<file path="src/ebs_pkg.sv">
package ebs_pkg;

  // register byte addresses
  localparam logic [3:0] ADDR_STATUS  = 4'h0;
  localparam logic [3:0] ADDR_CTRL    = 4'h4;
  localparam logic [3:0] ADDR_IRQ_ST  = 4'h8;
  localparam logic [3:0] ADDR_IRQ_MSK = 4'hC;

  // status register field positions
  localparam int BIT_IN_FRAME = 7;
  localparam int BIT_STRICT   = 6;
  localparam int BIT_SPARE_A  = 3;
  localparam int BIT_ALARM    = 2;
  localparam int BIT_SPARE_B  = 1;
  localparam int BIT_SPARE_C  = 0;

  // control register fields
  localparam int CTRL_CRIT_LSB = 0;
  localparam int CTRL_CAS      = 2;

  // interrupt bits
  localparam int IRQ_LOF_CHG   = 0;
  localparam int IRQ_CRC_LOSS  = 1;
  localparam int IRQ_ALARM_CHG = 2;

  localparam logic [1:0] CRIT_ACTIVE = 2'h3;
  localparam logic [7:0] STATUS_RESET = 8'h00;

  // timing
  localparam int CLK_HZ = 250000000;
  localparam int WINDOW_S = 1;
  localparam int WINDOW_CYCLES = CLK_HZ * WINDOW_S;
  localparam int ERR_LIMIT = 915;
  localparam int MFA_RUN_LIMIT = 4;

  localparam int TS16_BIT_LSB = 0;

  typedef struct packed {
    logic       frame_start;
    logic       mf_frame0;
    logic       ts16_valid;
    logic [7:0] ts16_byte;
    logic       in_frame;
    logic       crc_err;
    logic       mfa_err;
  } ebs_line_t;

  typedef struct packed {
    logic [3:0]  address;
    logic        read;
    logic        write;
    logic [31:0] writedata;
  } ebs_av_req_t;

  typedef struct packed {
    logic [31:0] readdata;
    logic        waitrequest;
  } ebs_av_rsp_t;

endpackage

</file>
<file path="src/ebs_err_window.sv">
`timescale 1ns/1ns
`default_nettype none
// counts crc errors over a fixed one-second window, restarted at each window end
module ebs_err_window #(
  parameter int WINDOW = ebs_pkg::WINDOW_CYCLES
) (
  input  wire logic ref_clk,
  input  wire logic reset_n,
  input  wire logic enable,
  input  wire logic crc_err,
  output logic      over_limit
);

  typedef struct packed {
    logic [27:0] tick;
    logic [15:0] errs;
    logic        over;
  } ebs_win_t;

  ebs_win_t st;
  ebs_win_t next_st;

  always_comb begin
    next_st = st;
    if (!enable) begin
      next_st = '0;
    end else if (st.tick == 28'(WINDOW - 1)) begin
      next_st.tick = '0;
      next_st.errs = 16'(crc_err);
    end else begin
      next_st.tick = st.tick + 28'h0000001;
      if (crc_err && st.errs != 16'hFFFF) begin
        next_st.errs = st.errs + 16'h0001;
      end
    end
    next_st.over = enable && (next_st.errs >= 16'(ebs_pkg::ERR_LIMIT));
  end

  always_ff @(posedge ref_clk) begin
    if (!reset_n) begin
      st <= '0;
    end else begin
      st <= next_st;
    end
  end

  assign over_limit = st.over;

endmodule
`default_nettype wire

</file>
<file path="src/ebs_ts16_capture.sv">
`timescale 1ns/1ns
`default_nettype none
// captures timeslot 16 bits of frame 0 once per multiframe
module ebs_ts16_capture (
  input  wire logic       ref_clk,
  input  wire logic       reset_n,
  input  wire logic       mf_frame0,
  input  wire logic       ts16_valid,
  input  wire logic [7:0] ts16_byte,
  output logic      [3:0] extra
);

  typedef struct packed {
    logic [3:0] bits;
  } ebs_cap_t;

  ebs_cap_t st;
  ebs_cap_t next_st;

  always_comb begin
    next_st = st;
    if (mf_frame0 && ts16_valid) begin
      // bits 5..8 of the slot, bit 1 being msb
      next_st.bits = ts16_byte[3:0];
    end
  end

  always_ff @(posedge ref_clk) begin
    if (!reset_n) begin
      st <= '0;
    end else begin
      st <= next_st;
    end
  end

  assign extra = st.bits;

  capture_hold_a: assert property (
    @(posedge ref_clk) disable iff (!reset_n)
    !($past(mf_frame0) && $past(ts16_valid)) |-> $stable(extra))
    else $error("extra bits changed outside frame 0");

endmodule
`default_nettype wire

</file>
<file path="src/ebs_top.sv">
// Contract
// - status bit 7 reads 1 in frame, 0 under frame loss; resets 0.
// - strict select 0, criteria 11: loss on 915 crc errors per second.
// - strict select 1, criteria 11: also loss on 4 errored alignments.
// - status bit 3 holds slot 16 bit 5 of multiframe frame 0.
// - status bit 2 holds slot 16 bit 6, the multiframe remote alarm.
// - status bit 1 holds slot 16 bit 7 of multiframe frame 0.
// - status bit 0 holds slot 16 bit 8 of multiframe frame 0.
`timescale 1ns/1ns
`default_nettype none
module ebs_top #(
  parameter int WINDOW = ebs_pkg::WINDOW_CYCLES
) (
  input  wire logic                 ref_clk,
  input  wire logic                 reset_n,
  input  wire ebs_pkg::ebs_line_t   line,
  input  wire ebs_pkg::ebs_av_req_t av_req,
  output var  ebs_pkg::ebs_av_rsp_t av_rsp,
  output logic                      crc_mf_loss,
  output logic                      irq
);

  typedef struct packed {
    logic        in_frame;
    logic        strict_sel;
    logic [1:0]  criteria;
    logic        cas;
    logic [2:0]  mfa_run;
    logic        crc_loss;
    logic [2:0]  irq_st;
    logic [2:0]  irq_msk;
    logic        ack;
    logic [31:0] rdata;
  } ebs_state_t;

  ebs_state_t st;
  ebs_state_t next_st;
  logic [3:0] extra;
  logic       over_limit;
  logic [7:0] status;
  logic       criteria_on;
  logic [2:0] events;
  logic       loss_now;

  ebs_ts16_capture i_ebs_ts16_capture (
    .ref_clk    (ref_clk),
    .reset_n    (reset_n),
    .mf_frame0  (line.mf_frame0),
    .ts16_valid (line.ts16_valid),
    .ts16_byte  (line.ts16_byte),
    .extra      (extra)
  );

  ebs_err_window #(.WINDOW(WINDOW)) i_ebs_err_window (
    .ref_clk    (ref_clk),
    .reset_n    (reset_n),
    .enable     (criteria_on),
    .crc_err    (line.crc_err),
    .over_limit (over_limit)
  );

  assign criteria_on = (st.criteria == ebs_pkg::CRIT_ACTIVE);

  // loss decision
  always_comb begin
    loss_now = over_limit;
    if (st.strict_sel && st.mfa_run >= 3'(ebs_pkg::MFA_RUN_LIMIT)) begin
      loss_now = 1'b1;
    end
    loss_now = loss_now && criteria_on;
  end

  // status image: reserved bits 5..4 zero
  always_comb begin
    status = ebs_pkg::STATUS_RESET;
    status[ebs_pkg::BIT_IN_FRAME] = st.in_frame;
    status[ebs_pkg::BIT_STRICT]   = st.strict_sel;
    status[ebs_pkg::BIT_SPARE_A]  = extra[3];
    status[ebs_pkg::BIT_ALARM]    = extra[2];
    status[ebs_pkg::BIT_SPARE_B]  = extra[1];
    status[ebs_pkg::BIT_SPARE_C]  = extra[0];
  end

  always_comb begin
    events = '0;
    events[ebs_pkg::IRQ_LOF_CHG]   = st.in_frame != line.in_frame;
    events[ebs_pkg::IRQ_CRC_LOSS]  = loss_now && !st.crc_loss;
    events[ebs_pkg::IRQ_ALARM_CHG] = line.mf_frame0 && line.ts16_valid &&
      (line.ts16_byte[2] != extra[2]) && st.cas;
  end

  always_comb begin
    next_st = st;
    next_st.in_frame = line.in_frame;
    if (!criteria_on) begin
      next_st.mfa_run = '0;
    end else if (line.mfa_err) begin
      if (st.mfa_run != 3'h7) begin
        next_st.mfa_run = st.mfa_run + 3'h1;
      end
    end else if (line.mf_frame0 && line.frame_start) begin
      next_st.mfa_run = '0;
    end
    next_st.crc_loss = loss_now;
    next_st.ack = 1'b0;
    next_st.rdata = '0;
    if ((av_req.read || av_req.write) && !st.ack) begin
      next_st.ack = 1'b1;
    end
    // software clear first, so hardware set wins
    if (av_req.write && !st.ack &&
        av_req.address == ebs_pkg::ADDR_IRQ_ST) begin
      next_st.irq_st = st.irq_st & ~av_req.writedata[2:0];
    end
    next_st.irq_st = next_st.irq_st | events;
    if (av_req.write && !st.ack) begin
      unique case (av_req.address)
        ebs_pkg::ADDR_STATUS: begin
          next_st.strict_sel = av_req.writedata[ebs_pkg::BIT_STRICT];
        end
        ebs_pkg::ADDR_CTRL: begin
          next_st.criteria = av_req.writedata[ebs_pkg::CTRL_CRIT_LSB +: 2];
          next_st.cas      = av_req.writedata[ebs_pkg::CTRL_CAS];
        end
        ebs_pkg::ADDR_IRQ_MSK: begin
          next_st.irq_msk = av_req.writedata[2:0];
        end
        default: begin
        end
      endcase
    end
    // reads change only ack and rdata
    if (av_req.read && !st.ack) begin
      unique case (av_req.address)
        ebs_pkg::ADDR_STATUS:  next_st.rdata = {24'h000000, status};
        ebs_pkg::ADDR_CTRL:    next_st.rdata = {29'h0, st.cas, st.criteria};
        ebs_pkg::ADDR_IRQ_ST:  next_st.rdata = {29'h0, st.irq_st};
        ebs_pkg::ADDR_IRQ_MSK: next_st.rdata = {29'h0, st.irq_msk};
        default:               next_st.rdata = '0;
      endcase
    end
  end

  always_ff @(posedge ref_clk) begin
    if (!reset_n) begin
      st <= '0;
    end else begin
      st <= next_st;
    end
  end

  assign av_rsp.waitrequest = (av_req.read || av_req.write) && !st.ack;
  assign av_rsp.readdata    = st.rdata;
  assign crc_mf_loss        = st.crc_loss;
  assign irq                = |(st.irq_st & st.irq_msk);

  in_frame_track_a: assert property (
    @(posedge ref_clk) disable iff (!reset_n)
    reset_n |=> status[ebs_pkg::BIT_IN_FRAME] == $past(line.in_frame))
    else $error("in-frame bit does not follow framer");

  lenient_crit_a: assert property (
    @(posedge ref_clk) disable iff (!reset_n)
    (!st.strict_sel && !over_limit) |=> !crc_mf_loss)
    else $error("loss declared without error count");

  window_loss_a: assert property (
    @(posedge ref_clk) disable iff (!reset_n)
    (criteria_on && over_limit) |=> crc_mf_loss)
    else $error("error count did not declare loss");

  criteria_gate_a: assert property (
    @(posedge ref_clk) disable iff (!reset_n)
    !criteria_on |=> !crc_mf_loss)
    else $error("loss declared with criteria off");

  loss_irq_a: assert property (
    @(posedge ref_clk) disable iff (!reset_n)
    (loss_now && !crc_mf_loss) |=> st.irq_st[ebs_pkg::IRQ_CRC_LOSS])
    else $error("loss event not latched");

  strict_run_a: assert property (
    @(posedge ref_clk) disable iff (!reset_n)
    (criteria_on && st.strict_sel &&
     st.mfa_run >= 3'(ebs_pkg::MFA_RUN_LIMIT)) |=> crc_mf_loss)
    else $error("four errored alignments missed");

  spare_map_a: assert property (
    @(posedge ref_clk) disable iff (!reset_n)
    (line.mf_frame0 && line.ts16_valid) |=>
      status[3:0] == $past(line.ts16_byte[3:0]))
    else $error("slot bits not captured");

  alarm_bit_a: assert property (
    @(posedge ref_clk) disable iff (!reset_n)
    (line.mf_frame0 && line.ts16_valid && st.cas &&
     line.ts16_byte[2] != status[ebs_pkg::BIT_ALARM]) |=>
      st.irq_st[ebs_pkg::IRQ_ALARM_CHG])
    else $error("alarm change not latched");

  reserved_zero_a: assert property (
    @(posedge ref_clk) disable iff (!reset_n)
    (av_req.read && !st.ack && av_req.address == ebs_pkg::ADDR_STATUS) |=>
      av_rsp.readdata[5:4] == 2'h0)
    else $error("reserved bits nonzero");

  status_read_a: assert property (
    @(posedge ref_clk) disable iff (!reset_n)
    (av_req.read && !st.ack && av_req.address == ebs_pkg::ADDR_STATUS) |=>
      av_rsp.readdata == {24'h000000, $past(status)})
    else $error("status read data wrong");

  read_quiet_a: assert property (
    @(posedge ref_clk) disable iff (!reset_n)
    (av_req.read && !av_req.write) |=>
      st.irq_msk == $past(st.irq_msk) && st.criteria == $past(st.criteria))
    else $error("read changed state");

  bus_answer_a: assert property (
    @(posedge ref_clk) disable iff (!reset_n)
    (av_req.read && av_rsp.waitrequest) |=> !av_rsp.waitrequest)
    else $error("bus answer late");

endmodule
`default_nettype wire

</file>
<file path="config.mk">
export PLATFORM = sky130hd
export DESIGN_NAME = ebs_top
export DESIGN_NICKNAME = d
export VERILOG_FILES = /design/src/ebs_pkg.sv /design/src/ebs_err_window.sv /design/src/ebs_ts16_capture.sv /design/src/ebs_top.sv
export SDC_FILE = /design/constraint.sdc
export NUM_CORES = 1
export LEC_CHECK = 0
export ABC_AREA = 0
export BUFFER_PORTS_ARGS = -buffer_cell sky130_fd_sc_hd__buf_2
export CAP_MARGIN = 30
export CORE_AREA = 2 2 71 124
export DETAILED_ROUTE_END_ITERATION = 10
export DIE_AREA = 0 0 73 126
export PLACE_DENSITY = 0.71
export SLEW_MARGIN = 0
export SYNTH_ARGS = -nofsm -noshare
export SYNTH_HDL_FRONTEND = slang
export SYNTH_SLANG_ARGS = --single-unit
export TNS_END_PERCENT = 1
</file>
<file path="constraint.sdc">
create_clock -name ref_clk -period 2.15 [get_ports ref_clk]
set_input_delay 0.1075 -clock ref_clk [delete_from_list [all_inputs] [get_ports ref_clk]]
set_output_delay 0.1075 -clock ref_clk [all_outputs]
set_load 0.05 [all_outputs]
</file>
Yosys cells after proc, flatten, opt, wreduce, memory -nomap -nowiden
Cells that the tools add are included.
- output and inout port bits: 35
- register bits: 97
- reductions and logical operators: 26
- bitwise logic cells: 6
- equal/unequal tests: 10
- mux-type cells: 10
- add/subtract/negate cells: 3
- magnitude comparators: 2
- operators with widths (kind ; number):
    $mux W16 ; 3
    $pmux W8 S4 ; 1
    $add A28 B1 Y28 const B ; 1
    $eq A28 B28 Y1 const B ; 1
    $add A16 B1 Y16 const B ; 1
    $ge A16 B10 Y1 const B ; 1
    $ne A16 B16 Y1 const B ; 1
    $logic_and A1 B1 Y1 ; 13
    $mux W3 ; 4
    $reduce_and A2 Y1 ; 6
    $eq A4 B4 Y1 const B ; 2
    $and A3 B3 Y3 ; 2
    $reduce_or A3 Y1 ; 2
    $eq A4 B3 Y1 const B ; 1
    $logic_not A4 Y1 ; 1
    $add A3 B1 Y3 const B ; 1
    $ge A3 B3 Y1 const B ; 1
    $ne A3 B3 Y1 const B ; 1
    $not A3 Y3 ; 1
    $or A3 B3 Y3 ; 1
    $eq A2 B2 Y1 const B ; 1
    $logic_not A1 Y1 ; 2
    $mux W1 ; 2
    $ne A1 B1 Y1 ; 2
    other kinds (4) ; 5

Logic depth before layout (Yosys ltp)
Gate-level depths: netlist (run 1).
- depth in word-level cells: 7
- depth in mapped cells: 8

Cells and area by module
Synthesis (run 1) repeated with hierarchy kept, for this count alone.
- cell total of the unflattened synthesis: 421
- area, all modules: 3624.7 um^2
- modules (own cells, without submodules) (module ; cells an instance ; area an instance (um^2) ; instances):
    ebs_err_window ; 264 ; 2232.1 ; 1
    ebs_top ; 139 ; 1223.7 ; 1
    ebs_ts16_capture ; 18 ; 168.9 ; 1

Least setup slack after synthesis (run 1)
No wires, ideal clock.
- path type: reg2reg
- from: register i_ebs_err_window.st[1] (netlist bit)
- to: register i_ebs_err_window.st (netlist bit i_ebs_err_window.over_limit)
- arrival time: 2062 ps
- clock period less this slack: 2187 ps
- path slack: -37 ps
- buffers on the path: 0
- stages on the path, launching flop included: 8
- required time: 2025 ps
- cells stage by stage: dfxtp_1 -> ha_1 -> nand4_2 -> nor4_4 -> or2b_1 -> mux2_1 -> a31o_1 -> o2bb2ai_1
- word-level cells in the longest chain between the ends: 7
- elaborated cells between the ends (all ways): 8
- those cells by class: add/sub: 1; order compare: 1; eq/ne: 1; mux: 3; reduce/logical: 2
- RTL lines (element ; RTL line ; source):
    from (decl) ; ebs_err_window.sv:20 ; ebs_win_t st;
    from (signal assigned) ; ebs_err_window.sv:43 ; st <= next_st;
    parallel branches: the longest is 2 deep, another holds $add A16 B1 Y16 ; n/a ;
    $mux W16 * ; ebs_err_window.sv:32 ; if (crc_err && st.errs != 16'hFFFF) begin
    $mux W16 * ; ebs_err_window.sv:27 ; end else if (st.tick == 28'(WINDOW - 1)) begin
    $mux W16 * ; ebs_err_window.sv:25 ; if (!enable) begin
    $ge A16 B10 Y1 * ; ebs_err_window.sv:36 ; next_st.over = enable && (next_st.errs >= 16'(ebs_pkg::ERR_LIMIT));
    $logic_and A1 B1 Y1 * ; ebs_err_window.sv:36 ;
Every way passes the cells marked *.
A chain may end at the register's enable or synchronous reset.

Worst setup path in the final report (run 1)
- from: register i_ebs_err_window.st[10] (netlist bit)
- to: register i_ebs_err_window.st (netlist bit i_ebs_err_window.over_limit)
The elaborated chain is that of the path after synthesis.

==> reports/summary.txt, run 1 <==
status: finished, final reports clean
setup-violating endpoint count in the final report: 0
Final ANT Viol Nets: 0
Final #Nets: 515
Die Width: 73 um
largest net degree at the start of global routing: 28
Peak VDD IR: 398 uV
global-route wire length before repair: 12600 um
area leader, netlist: dfxtp_1
Inst Count DP: 536
vias per cell: 5.23
Setup TNS: 0 ns
reg2reg start: i_ebs_err_window.st[10]
Main synth FF type: dfxtp_1
Slew headroom: 58.5%
Tmin final: 2.02 ns
n_diodes: 0
worst hold path type: in2reg
worst-skew pair later-pin latency: 0.33 ns
drt total wl: 7240 um
register bit total from synthesis: 71
top cells by area, synth: dfxtp_1 39%, buf_4 6.8%, nor2_1 6.8%
maxcap violations: 0
TritonCTS clock tree: done
Yosys top cell area share: 39.1%
fillers: 754
Post-Synth XOR/XNOR Area: 8.67%
crit path kind: reg2reg
Setup WS post-layout: 0.132 ns
Final Cycle Share: 93.9%
worst hold path depth: 3
fin util: 52.0%
worst-margin pin slew: 0.614 ns
Finished Layout Cells: 554
Final Skew: 0.00511 ns
routed len/inst: 13.1 um
drt pass-1 iters: 6
adder and majority gate portion of the synthesized area: 1.38%
Root Buffer: clkbuf_16
max frequency: 0.495 GHz
share of cells above drive strength 1: 17.5%
worst r2r dst: i_ebs_err_window.over_limit
core area: 8200 um^2
post-synthesis sequential area ratio: 39.1%
Reg area: 1420 um^2
clock-pin transition on the worst setup and hold timing paths: 0.06 ns
crit path launch: i_ebs_err_window.st[10]
die area: 9200 um^2
Pwr Total: 3.35 mW
vias in the first global route: 2978
Syn. warnings: 0
startpoint types: register
GRT Residual Overflow: 0
Simple-Gate Fraction of Synth Area: 29.4%
number of distinct library cells after synthesis: 56
main combinational cell family by area after synthesis: simple AND/OR/NAND/NOR gates
routed vias: 2898
Starting DRT DRC Count: 139
Leak: 1.63 nW
GPL Wtd Cong: 0.876
area delta synth->final: 17.4%
DP Wirelength: 5410 um
crit end category: register
Die Ht: 126 um
fraction of registers with async set/reset: 0%
mux cell area share after synthesis: 4.75%
Worst R2R Setup Slack: 0.13 ns
IO Pins: 89
# clock sinks: 71
RSZ-0062 raised after global routing: false
endpoints failing hold: 0
clock buffer depth: 2
Cell Rows: 44
CP max FO: 7
Compound-Gate Fraction of Synth Area: 7.50%
GRT Total Usage: 17.3%
initial antenna violation count: 0
Max H-tree Level: 3
pre-CTS setup slack: 0.0829 ns
Max Slew Vio Count: 0
Remaining DRCs: 0
starting density of the core: 44.3%
worst path required time: 2.36 ns
multi-input logic area: 2020 um^2
cts bufs inserted: 9
Critical Path End: i_ebs_err_window.over_limit
Post-Syn Area: 3640 um^2
Cells after Synth: 417
Post-synth EDFFs: 0
number of port buffers: 30
Reg2Reg Depth: 6
mean post-synth cell area: 8.72 um^2
WP data arrival: 2.23 ns
power density over the cells: 784 nW/um^2
[final cells by class]
type                    count  share of cell area (%)
multi-input cells         318                    47.4
flip-flops and latches     71                    33.4
repair buffers             48                    7.03
clock buffers              11                    5.69
clock inverters             5                    3.02
well taps                  92                    2.70
inverters                   9                   0.791
[timing repair]
| item | 4_1_cts | 5_1_grt |
|---|---|---|
| gates resized for setup | 0 | 8 |
| endpoints found under the setup margin | 0 | 1 |
| hold endpoints to repair | 1 | 0 |
| setup buffers | 0 | 1 |
| hold buffers | 1 | 0 |
[how the worst min path moves through the flow]
stage	from	endpoint	slack (ns)
5_1_grt	av_req[6]	st[46]	0.07
2_1_floorplan	line[2]	st[47]	0.23
3_3_place_gp	line[2]	st[47]	0.34
3_5_place_dp	line[2]	st[47]	0.34
4_1_cts	av_req[6]	st[46]	0.04
6_report	av_req[6]	st[46]	0.05
[cell usage after synthesis (all sizes together) (2+ instances only)]
master  number
dfxtp       71
nor2        66
buf         41
nand2       30
nand3       26
xor2        21
mux2i       15
xnor2       15
nor3        14
nand4       12
nor2b       11
inv          9
a21oi        7
o21ai        7
and3         6
or3          6
and2         5
a21boi       4
and4         4
ha           4
nor4b        4
a22oi        3
clkbuf       3
nor4         3
o22a         3
a31oi        2
mux2         2
nand3b       2
nor3b        2
nor4bb       2
o31ai        2
[critical path: stages (launching register included)]
cell and delay [ns]:
dfxtp_1 0.45, nand4_4 0.20, nor4_4 0.32, or2b_1 0.18, mux2_1 0.35, a31o_1 0.25
o2bb2ai_1 0.14
[stage by stage]
stage / area (um^2) / hold WS (ns)
6_report: 4270 / 0.0463
2_1_floorplan: 3730 / 0.229
3_3_place_gp: 3830 / 0.337
3_5_place_dp: 3830 / 0.344
5_1_grt: 4270 / 0.0688
4_1_cts: 4210 / 0.0431
[cell families (layout without fill, tap and decap cells)]
| logic type | Yosys count | after routing |
|---|---|---|
| xor gates and xnor gates | 36 | 36 |
| DFF | 71 | 71 |
| AOI/OAI and AO/OA | 38 | 38 |
| adders and majority gates | 4 | 4 |
| other | 1 | 26 |
| buffers and inverters | 53 | 73 |
| and+or+nand+nor | 197 | 197 |
| muxes | 17 | 17 |
[sequential cells by signal, indices dropped and copies added, names as in the netlist]
signal,flops
i_ebs_ts16_capture.extra,4
crc_mf_loss,1
i_ebs_err_window.over_limit,1
st,15
i_ebs_err_window.st,44
av_rsp,6
[where the power goes]
part           switching, mW  internal, mW  leakage, nW  total [mW]
registers            0.00778          1.33        0.574        1.33
clock network          0.542          1.28        0.180        1.83
logic                  0.150        0.0402        0.875       0.190
[layout by cell type, fill, tap and decap left out, types with 2 or more instances in the layout]
cell       count
a21boi_0       4
a21oi_1        7
a22oi_1        3
a31oi_1        2
and2_1         5
and3_1         6
and4_1         4
buf_2         30
buf_4         16
bufinv_16      4
clkbuf_16      9
conb_1        26
dfxtp_1       69
dfxtp_2        2
ha_1           3
inv_1          9
mux2_1         2
mux2i_1       15
nand2_1       29
nand3_1       25
nand3b_1       2
nand4_1        7
nand4_2        3
nand4_4        2
nor2_1        65
nor2b_1       11
nor3_1        11
nor3_2         2
nor3b_1        2
nor4b_1        3
nor4bb_1       2
o21ai_0        6
o22a_1         3
or3_1          6
xnor2_1       15
xor2_1        21
[routing by layer]
metal	track usage, %	vias up	wire (um)
li1	-	1463	-
met1	16.7	1356	2770
met2	31.3	59	3990
met3	4.64	20	228
met4	10.6	0	249
met5	0	-	0
No activity file was read; power rests on OpenSTA's default activity.
==> inputs of run 2 (changes only) <==
--- a/config.mk
+++ b/config.mk
@@ -7,11 +7,13 @@
 export LEC_CHECK = 0
 export ABC_AREA = 0
 export BUFFER_PORTS_ARGS = -buffer_cell sky130_fd_sc_hd__buf_2
-export CAP_MARGIN = 30
-export CORE_AREA = 2 2 71 124
+export CELL_PAD_IN_SITES_DETAIL_PLACEMENT = 1
+export CELL_PAD_IN_SITES_GLOBAL_PLACEMENT = 1
+export CORE_AREA = 2 2 79 138
 export DETAILED_ROUTE_END_ITERATION = 10
-export DIE_AREA = 0 0 73 126
-export PLACE_DENSITY = 0.71
+export DIE_AREA = 0 0 81 140
+export PLACE_DENSITY = 0.76
+export REMOVE_ABC_BUFFERS = 1
 export SLEW_MARGIN = 0
 export SYNTH_ARGS = -nofsm -noshare
 export SYNTH_HDL_FRONTEND = slang
==> run 2 against run 1 <==
Effect of this change: die area rose by 23%; sequential cell count did not move; final area fell by 0.44%; sequential share of layout area rose by 0.12 points; count of clock-buffer cells in the layout rose by 2; critical endpoint unchanged; largest cell class unchanged; largest power group unchanged.
==> reports/summary.txt, run 2 (same netlist as run 1, synthesis figures left out) <==
setup-violating endpoint count in the final report: 0 (unchanged)
starting density of the core: 35.7% (-8.6 points)
flip-flop count of the largest register after layout: 44 (unchanged)
Post-CTS Resized: 0 (unchanged)
worst-skew pair later-pin latency: 0.33 ns (about the same)
Worst R2R Setup Slack: 0.14 ns (about the same)
IO Pins: 89 (unchanged)
routed len/inst: 14.6 um (+12%)
maxcap violations: 0 (unchanged)
fin util: 41.8% (-10 points)
startpoint types: register
Max H-tree Level: 3 (unchanged)
Reg2Reg Depth: 7 (+1)
crit path kind: reg2reg
reg2reg start: i_ebs_err_window.st[1]
max frequency: 0.497 GHz (+0.25%)
Starting DRT DRC Count: 128 (-7.9%)
Final Skew: 0.00655 ns (+0.00144 ns)
global-route wire length before repair: 14400 um (+14%)
worst hold path type: in2reg
postcts setup bufs: 0 (unchanged)
GPL Wtd Cong: 0.809 (-7.6%)
crit path launch: i_ebs_err_window.st[1]
TritonCTS clock tree: done
drt total wl: 8640 um (+19%)
endpoints failing hold: 0 (unchanged)
Placed Area: 3900 um^2 (+1.7%)
Slew headroom: 63.4% (+4.9 points)
Cell Rows: 49 (+11%)
# clock sinks: 71 (unchanged)
core area: 10200 um^2 (+24%)
most frequent cells in the layout: 70 x dfxtp_1, 65 x nor2_1, 30 x buf_2
CP max FO: 5 (-2)
drt pass-1 iters: 4 (-2)
Remaining DRCs: 0 (unchanged)
WP data arrival: 2.22 ns (about the same)
largest net degree at the start of global routing: 28 (unchanged)
crit end category: register
GRT Total Usage: 16.4% (-0.92 points)
n_diodes: 0 (unchanged)
Most flops, register: i_ebs_err_window.st
area delta synth->final: 16.9%
multi-input logic area: 2020 um^2 (-0.37%)
fillers: 1236 (+64%)
cts bufs inserted: 9 (unchanged)
Final ANT Viol Nets: 0 (unchanged)
worst path required time: 2.36 ns (about the same)
die area: 11300 um^2 (+23%)
vias in the first global route: 3129 (+5.1%)
worst-margin pin slew: 0.542 ns (-0.0724 ns)
hold path endpoint: st[47]
worst hold path depth: 2 (-1)
worst r2r dst: i_ebs_err_window.over_limit
fin area: 4250 um^2 (-0.44%)
Leak: 1.61 nW (-1.2%)
GRT Residual Overflow: 0 (unchanged)
most common cell after layout, fill and taps aside: dfxtp_1
Setup WS post-layout: 0.137 ns (+0.00504 ns)
clock-pin transition on the worst setup and hold timing paths: 0.05 ns (about the same)
HP Start: line[2]
power density over the cells: 717 nW/um^2 (-8.6%)
RSZ-0062 raised after global routing: false
Die Width: 81 um (+11%)
vias per cell: 5.06 (-3.3%)
number of port buffers: 30 (unchanged)
Root Buffer: clkbuf_16
Final Cycle Share: 93.6% (-0.23 points)
pre-CTS setup slack: 0.0385 ns (-0.0444 ns)
Peak VDD IR: 526 uV (+32%)
Reg area: 1420 um^2 (about the same)
Pwr Total: 3.05 mW (-9.0%)
clock buffer depth: 2 (unchanged)
Max Slew Vio Count: 0 (unchanged)
routed vias: 2994 (+3.3%)
DP Wirelength: 6540 um (+21%)
status: finished, final reports clean
Tmin final: 2.01 ns (-0.00504 ns)
Final #Nets: 518 (+0.58%)
share of cells above drive strength 1: 18.3% (+0.75 points)
initial antenna violation count: 0 (unchanged)
Die Ht: 140 um (+11%)
hold buffers post-CTS: 0 (-1)
[run 2: per-layer routing]
metal / vias up / wire, um / global-route usage [%]
li1: 1464 / - / -
met1: 1435 / 3080 / 15.3
met3: 26 / 319 / 3.29
met2: 69 / 4920 / 31.5
met4: 0 / 325 / 9.19
met5: - / 0 / 0
[run 2: report_power, final]
group          leakage, nW  switching [mW]  internal [mW]  total, mW
clock                0.156           0.535          0.989       1.52
sequential           0.574         0.00821           1.33       1.33
combinational        0.881           0.151         0.0402      0.192
total                 1.61           0.694           2.35       3.05
[run 2: worst max-delay path by stage]
stage          cells after the start                           to
4_1_cts                            7  i_ebs_err_window.over_limit
2_1_floorplan                      6  i_ebs_err_window.over_limit
3_3_place_gp                       7  i_ebs_err_window.over_limit
3_5_place_dp                       7  i_ebs_err_window.over_limit
6_report                           7  i_ebs_err_window.over_limit
5_1_grt                            7  i_ebs_err_window.over_limit
[run 2: stage by stage]
stage | hold WS, ns | setup TNS [ns] | std cells
2_1_floorplan | 0.229 | -13.83 | 398
3_3_place_gp | 0.353 | 0 | 576
3_5_place_dp | 0.345 | 0 | 576
4_1_cts | 0.00702 | 0 | 592
5_1_grt | 0.0112 | 0 | 592
6_report | 0.0141 | 0 | 592
[run 2: worst max-delay path: stages, from the launching register on]
cell,delay [ns]
dfxtp_2,0.37
buf_4,0.15
nand4_4,0.16
nor3_4,0.27
nand4_1,0.12
a211o_1,0.32
a2111oi_2,0.37
o2bb2ai_1,0.13
[run 2: area by class of cell]
class | instances | share of cell area, %
clock buffers | 13 | 6.36
clock inverters | 3 | 0.942
inverters | 9 | 0.795
multi-input cells | 318 | 47.5
flip-flops and latches | 71 | 33.5
well taps | 127 | 3.74
repair buffers | 51 | 7.24
==> inputs of run 3 (changes only) <==
--- a/config.mk
+++ b/config.mk
@@ -13,6 +13,7 @@
 export DETAILED_ROUTE_END_ITERATION = 10
 export DIE_AREA = 0 0 81 140
 export PLACE_DENSITY = 0.76
+export RECOVER_POWER = 50
 export REMOVE_ABC_BUFFERS = 1
 export SLEW_MARGIN = 0
 export SYNTH_ARGS = -nofsm -noshare
==> run 3 against run 2 <==
Effect of this change: cell count stayed put; non-clock buffer count is the same; sequential power barely moved; combinational power about the same; register-to-register slack about the same; die area unchanged.
==> reports/summary.txt, run 3 (same netlist as run 1, synthesis figures left out) <==
Final Skew: 0.00660 ns (+0.0000479 ns)
most frequent cells in the layout: 70 x dfxtp_1, 65 x nor2_1, 29 x nand2_1
fillers: 1242 (+0.49%)
startpoint types: register
initial antenna violation count: 0 (unchanged)
Max H-tree Level: 3 (unchanged)
largest net degree at the start of global routing: 28 (unchanged)
Final Cycle Share: 93.5% (-0.16 points)
CP max FO: 5 (unchanged)
# clock sinks: 71 (unchanged)
Starting DRT DRC Count: 113 (-12%)
IO Pins: 89 (unchanged)
RSZ-0062 raised after global routing: false
Tmin final: 2.01 ns (-0.00344 ns)
DP Wirelength: 6540 um (unchanged)
clock-pin transition on the worst setup and hold timing paths: 0.05 ns (about the same)
crit end category: register
Max Slew Vio Count: 0 (unchanged)
most common cell after layout, fill and taps aside: dfxtp_1
drt total wl: 8640 um (unchanged)
TritonCTS clock tree: done
Reg2Reg Depth: 7 (unchanged)
Remaining DRCs: 0 (unchanged)
pre-CTS setup slack: 0.0385 ns (unchanged)
Final ANT Viol Nets: 0 (unchanged)
worst hold path type: in2reg
Peak VDD IR: 526 uV (about the same)
area delta synth->final: 16.4%
Die Width: 81 um (unchanged)
fin util: 41.6% (-0.16 points)
worst hold path depth: 2 (unchanged)
power density over the cells: 720 nW/um^2 (+0.34%)
Slew headroom: 59.4% (-4.0 points)
Post-CTS Resized: 0 (unchanged)
clock buffer depth: 2 (unchanged)
postcts setup bufs: 0 (unchanged)
Root Buffer: clkbuf_16
WL met2: 4920 um (about the same)
status: finished, final reports clean
GRT Total Usage: 16.4% (unchanged)
GRT Residual Overflow: 0 (unchanged)
WL met3: 335 um (+5.0%)
crit path kind: reg2reg
Setup TNS: 0 ns (unchanged)
cts bufs inserted: 9 (unchanged)
Pwr Total: 3.05 mW (about the same)
core area: 10200 um^2 (unchanged)
Worst R2R Setup Slack: 0.14 ns (about the same)
setup-violating endpoint count in the final report: 0 (unchanged)
Leak: 1.56 nW (-2.9%)
number of port buffers: 30 (unchanged)
drt pass-1 iters: 4 (unchanged)
WP data arrival: 2.22 ns (about the same)
GPL Wtd Cong: 0.809 (unchanged)
max frequency: 0.498 GHz (+0.17%)
Final #Nets: 518 (unchanged)
hold buffers post-CTS: 0 (unchanged)
Setup WS post-layout: 0.140 ns (+0.00344 ns)
starting density of the core: 35.7% (unchanged)
top routing layer used: met4
vias per cell: 5.04 (-0.30%)
Most flops, register: i_ebs_err_window.st
worst-margin pin slew: 0.609 ns (+0.0671 ns)
flip-flop count of the largest register after layout: 44 (unchanged)
worst-skew pair later-pin latency: 0.33 ns (about the same)
n_diodes: 0 (unchanged)
routed vias: 2985 (-0.30%)
share of cells above drive strength 1: 15.9% (-2.4 points)
Die Ht: 140 um (unchanged)
Cell Rows: 49 (unchanged)
worst path required time: 2.36 ns (about the same)
die area: 11300 um^2 (unchanged)
maxcap violations: 0 (unchanged)
vias in the first global route: 3129 (unchanged)
M1 wire length: 3070 um (-0.26%)
global-route wire length before repair: 14400 um (unchanged)
routed len/inst: 14.6 um (unchanged)
endpoints failing hold: 0 (unchanged)
==> run 3: cell count changes in the layout (fill, tap and decap cells not counted) <==
cell / before / now
and2_1: 5 / 1
clkbuf_1: 1 / 12
and2_0: 0 / 4
buf_2: 30 / 20
buf_4: 21 / 20
==> run 3: cell type report <==
type,count,area [um^2],share of cell area [%]
clock buffer,13,270,6.38
inverter,9,33.8,0.798
timing repair buffer,51,292,6.89
clock inverter,3,40.0,0.946
tap,127,159,3.75
sequential,71,1420,33.6
multi-input combinational,318,2020,47.6
==> run 3: final timing paths <==
path / start / endpoint
max: i_ebs_err_window.st[1] / i_ebs_err_window.over_limit
min: line[2] / st[47]
max reg2reg: i_ebs_err_window.st[1] / i_ebs_err_window.over_limit
min reg2reg: i_ebs_ts16_capture.extra[3] / av_rsp[4]
==> run 3: critical path, cell delays in order (launching register included) <==
cell and delay (ns):
dfxtp_2 0.37, buf_4 0.15, nand4_4 0.16, nor3_4 0.27
nand4_1 0.12, a211o_1 0.32, a2111oi_2 0.37, o2bb2ai_1 0.12
==> run 3: metrics by stage <==
step	hold WS, ns	cells	area (um^2)
2_1_floorplan	0.229	398	3430
3_3_place_gp	0.353	576	3900
3_5_place_dp	0.345	576	3900
4_1_cts	0.00702	592	4210
5_1_grt	0.0112	592	4230
6_report	0.0161	592	4230
==> run 3: routing by layer <==
layer	vias to the layer above	GRT usage [%]
met5	-	0
met4	0	9.19
met3	26	3.29
met2	70	31.5
met1	1426	15.3
li1	1463	-
==> run 3: power by group <==
group          internal, mW  total, mW  leakage, nW  switching [mW]
logic                0.0393      0.191        0.833           0.152
registers              1.33       1.33        0.574         0.00844
clock network         0.989       1.52        0.156           0.534
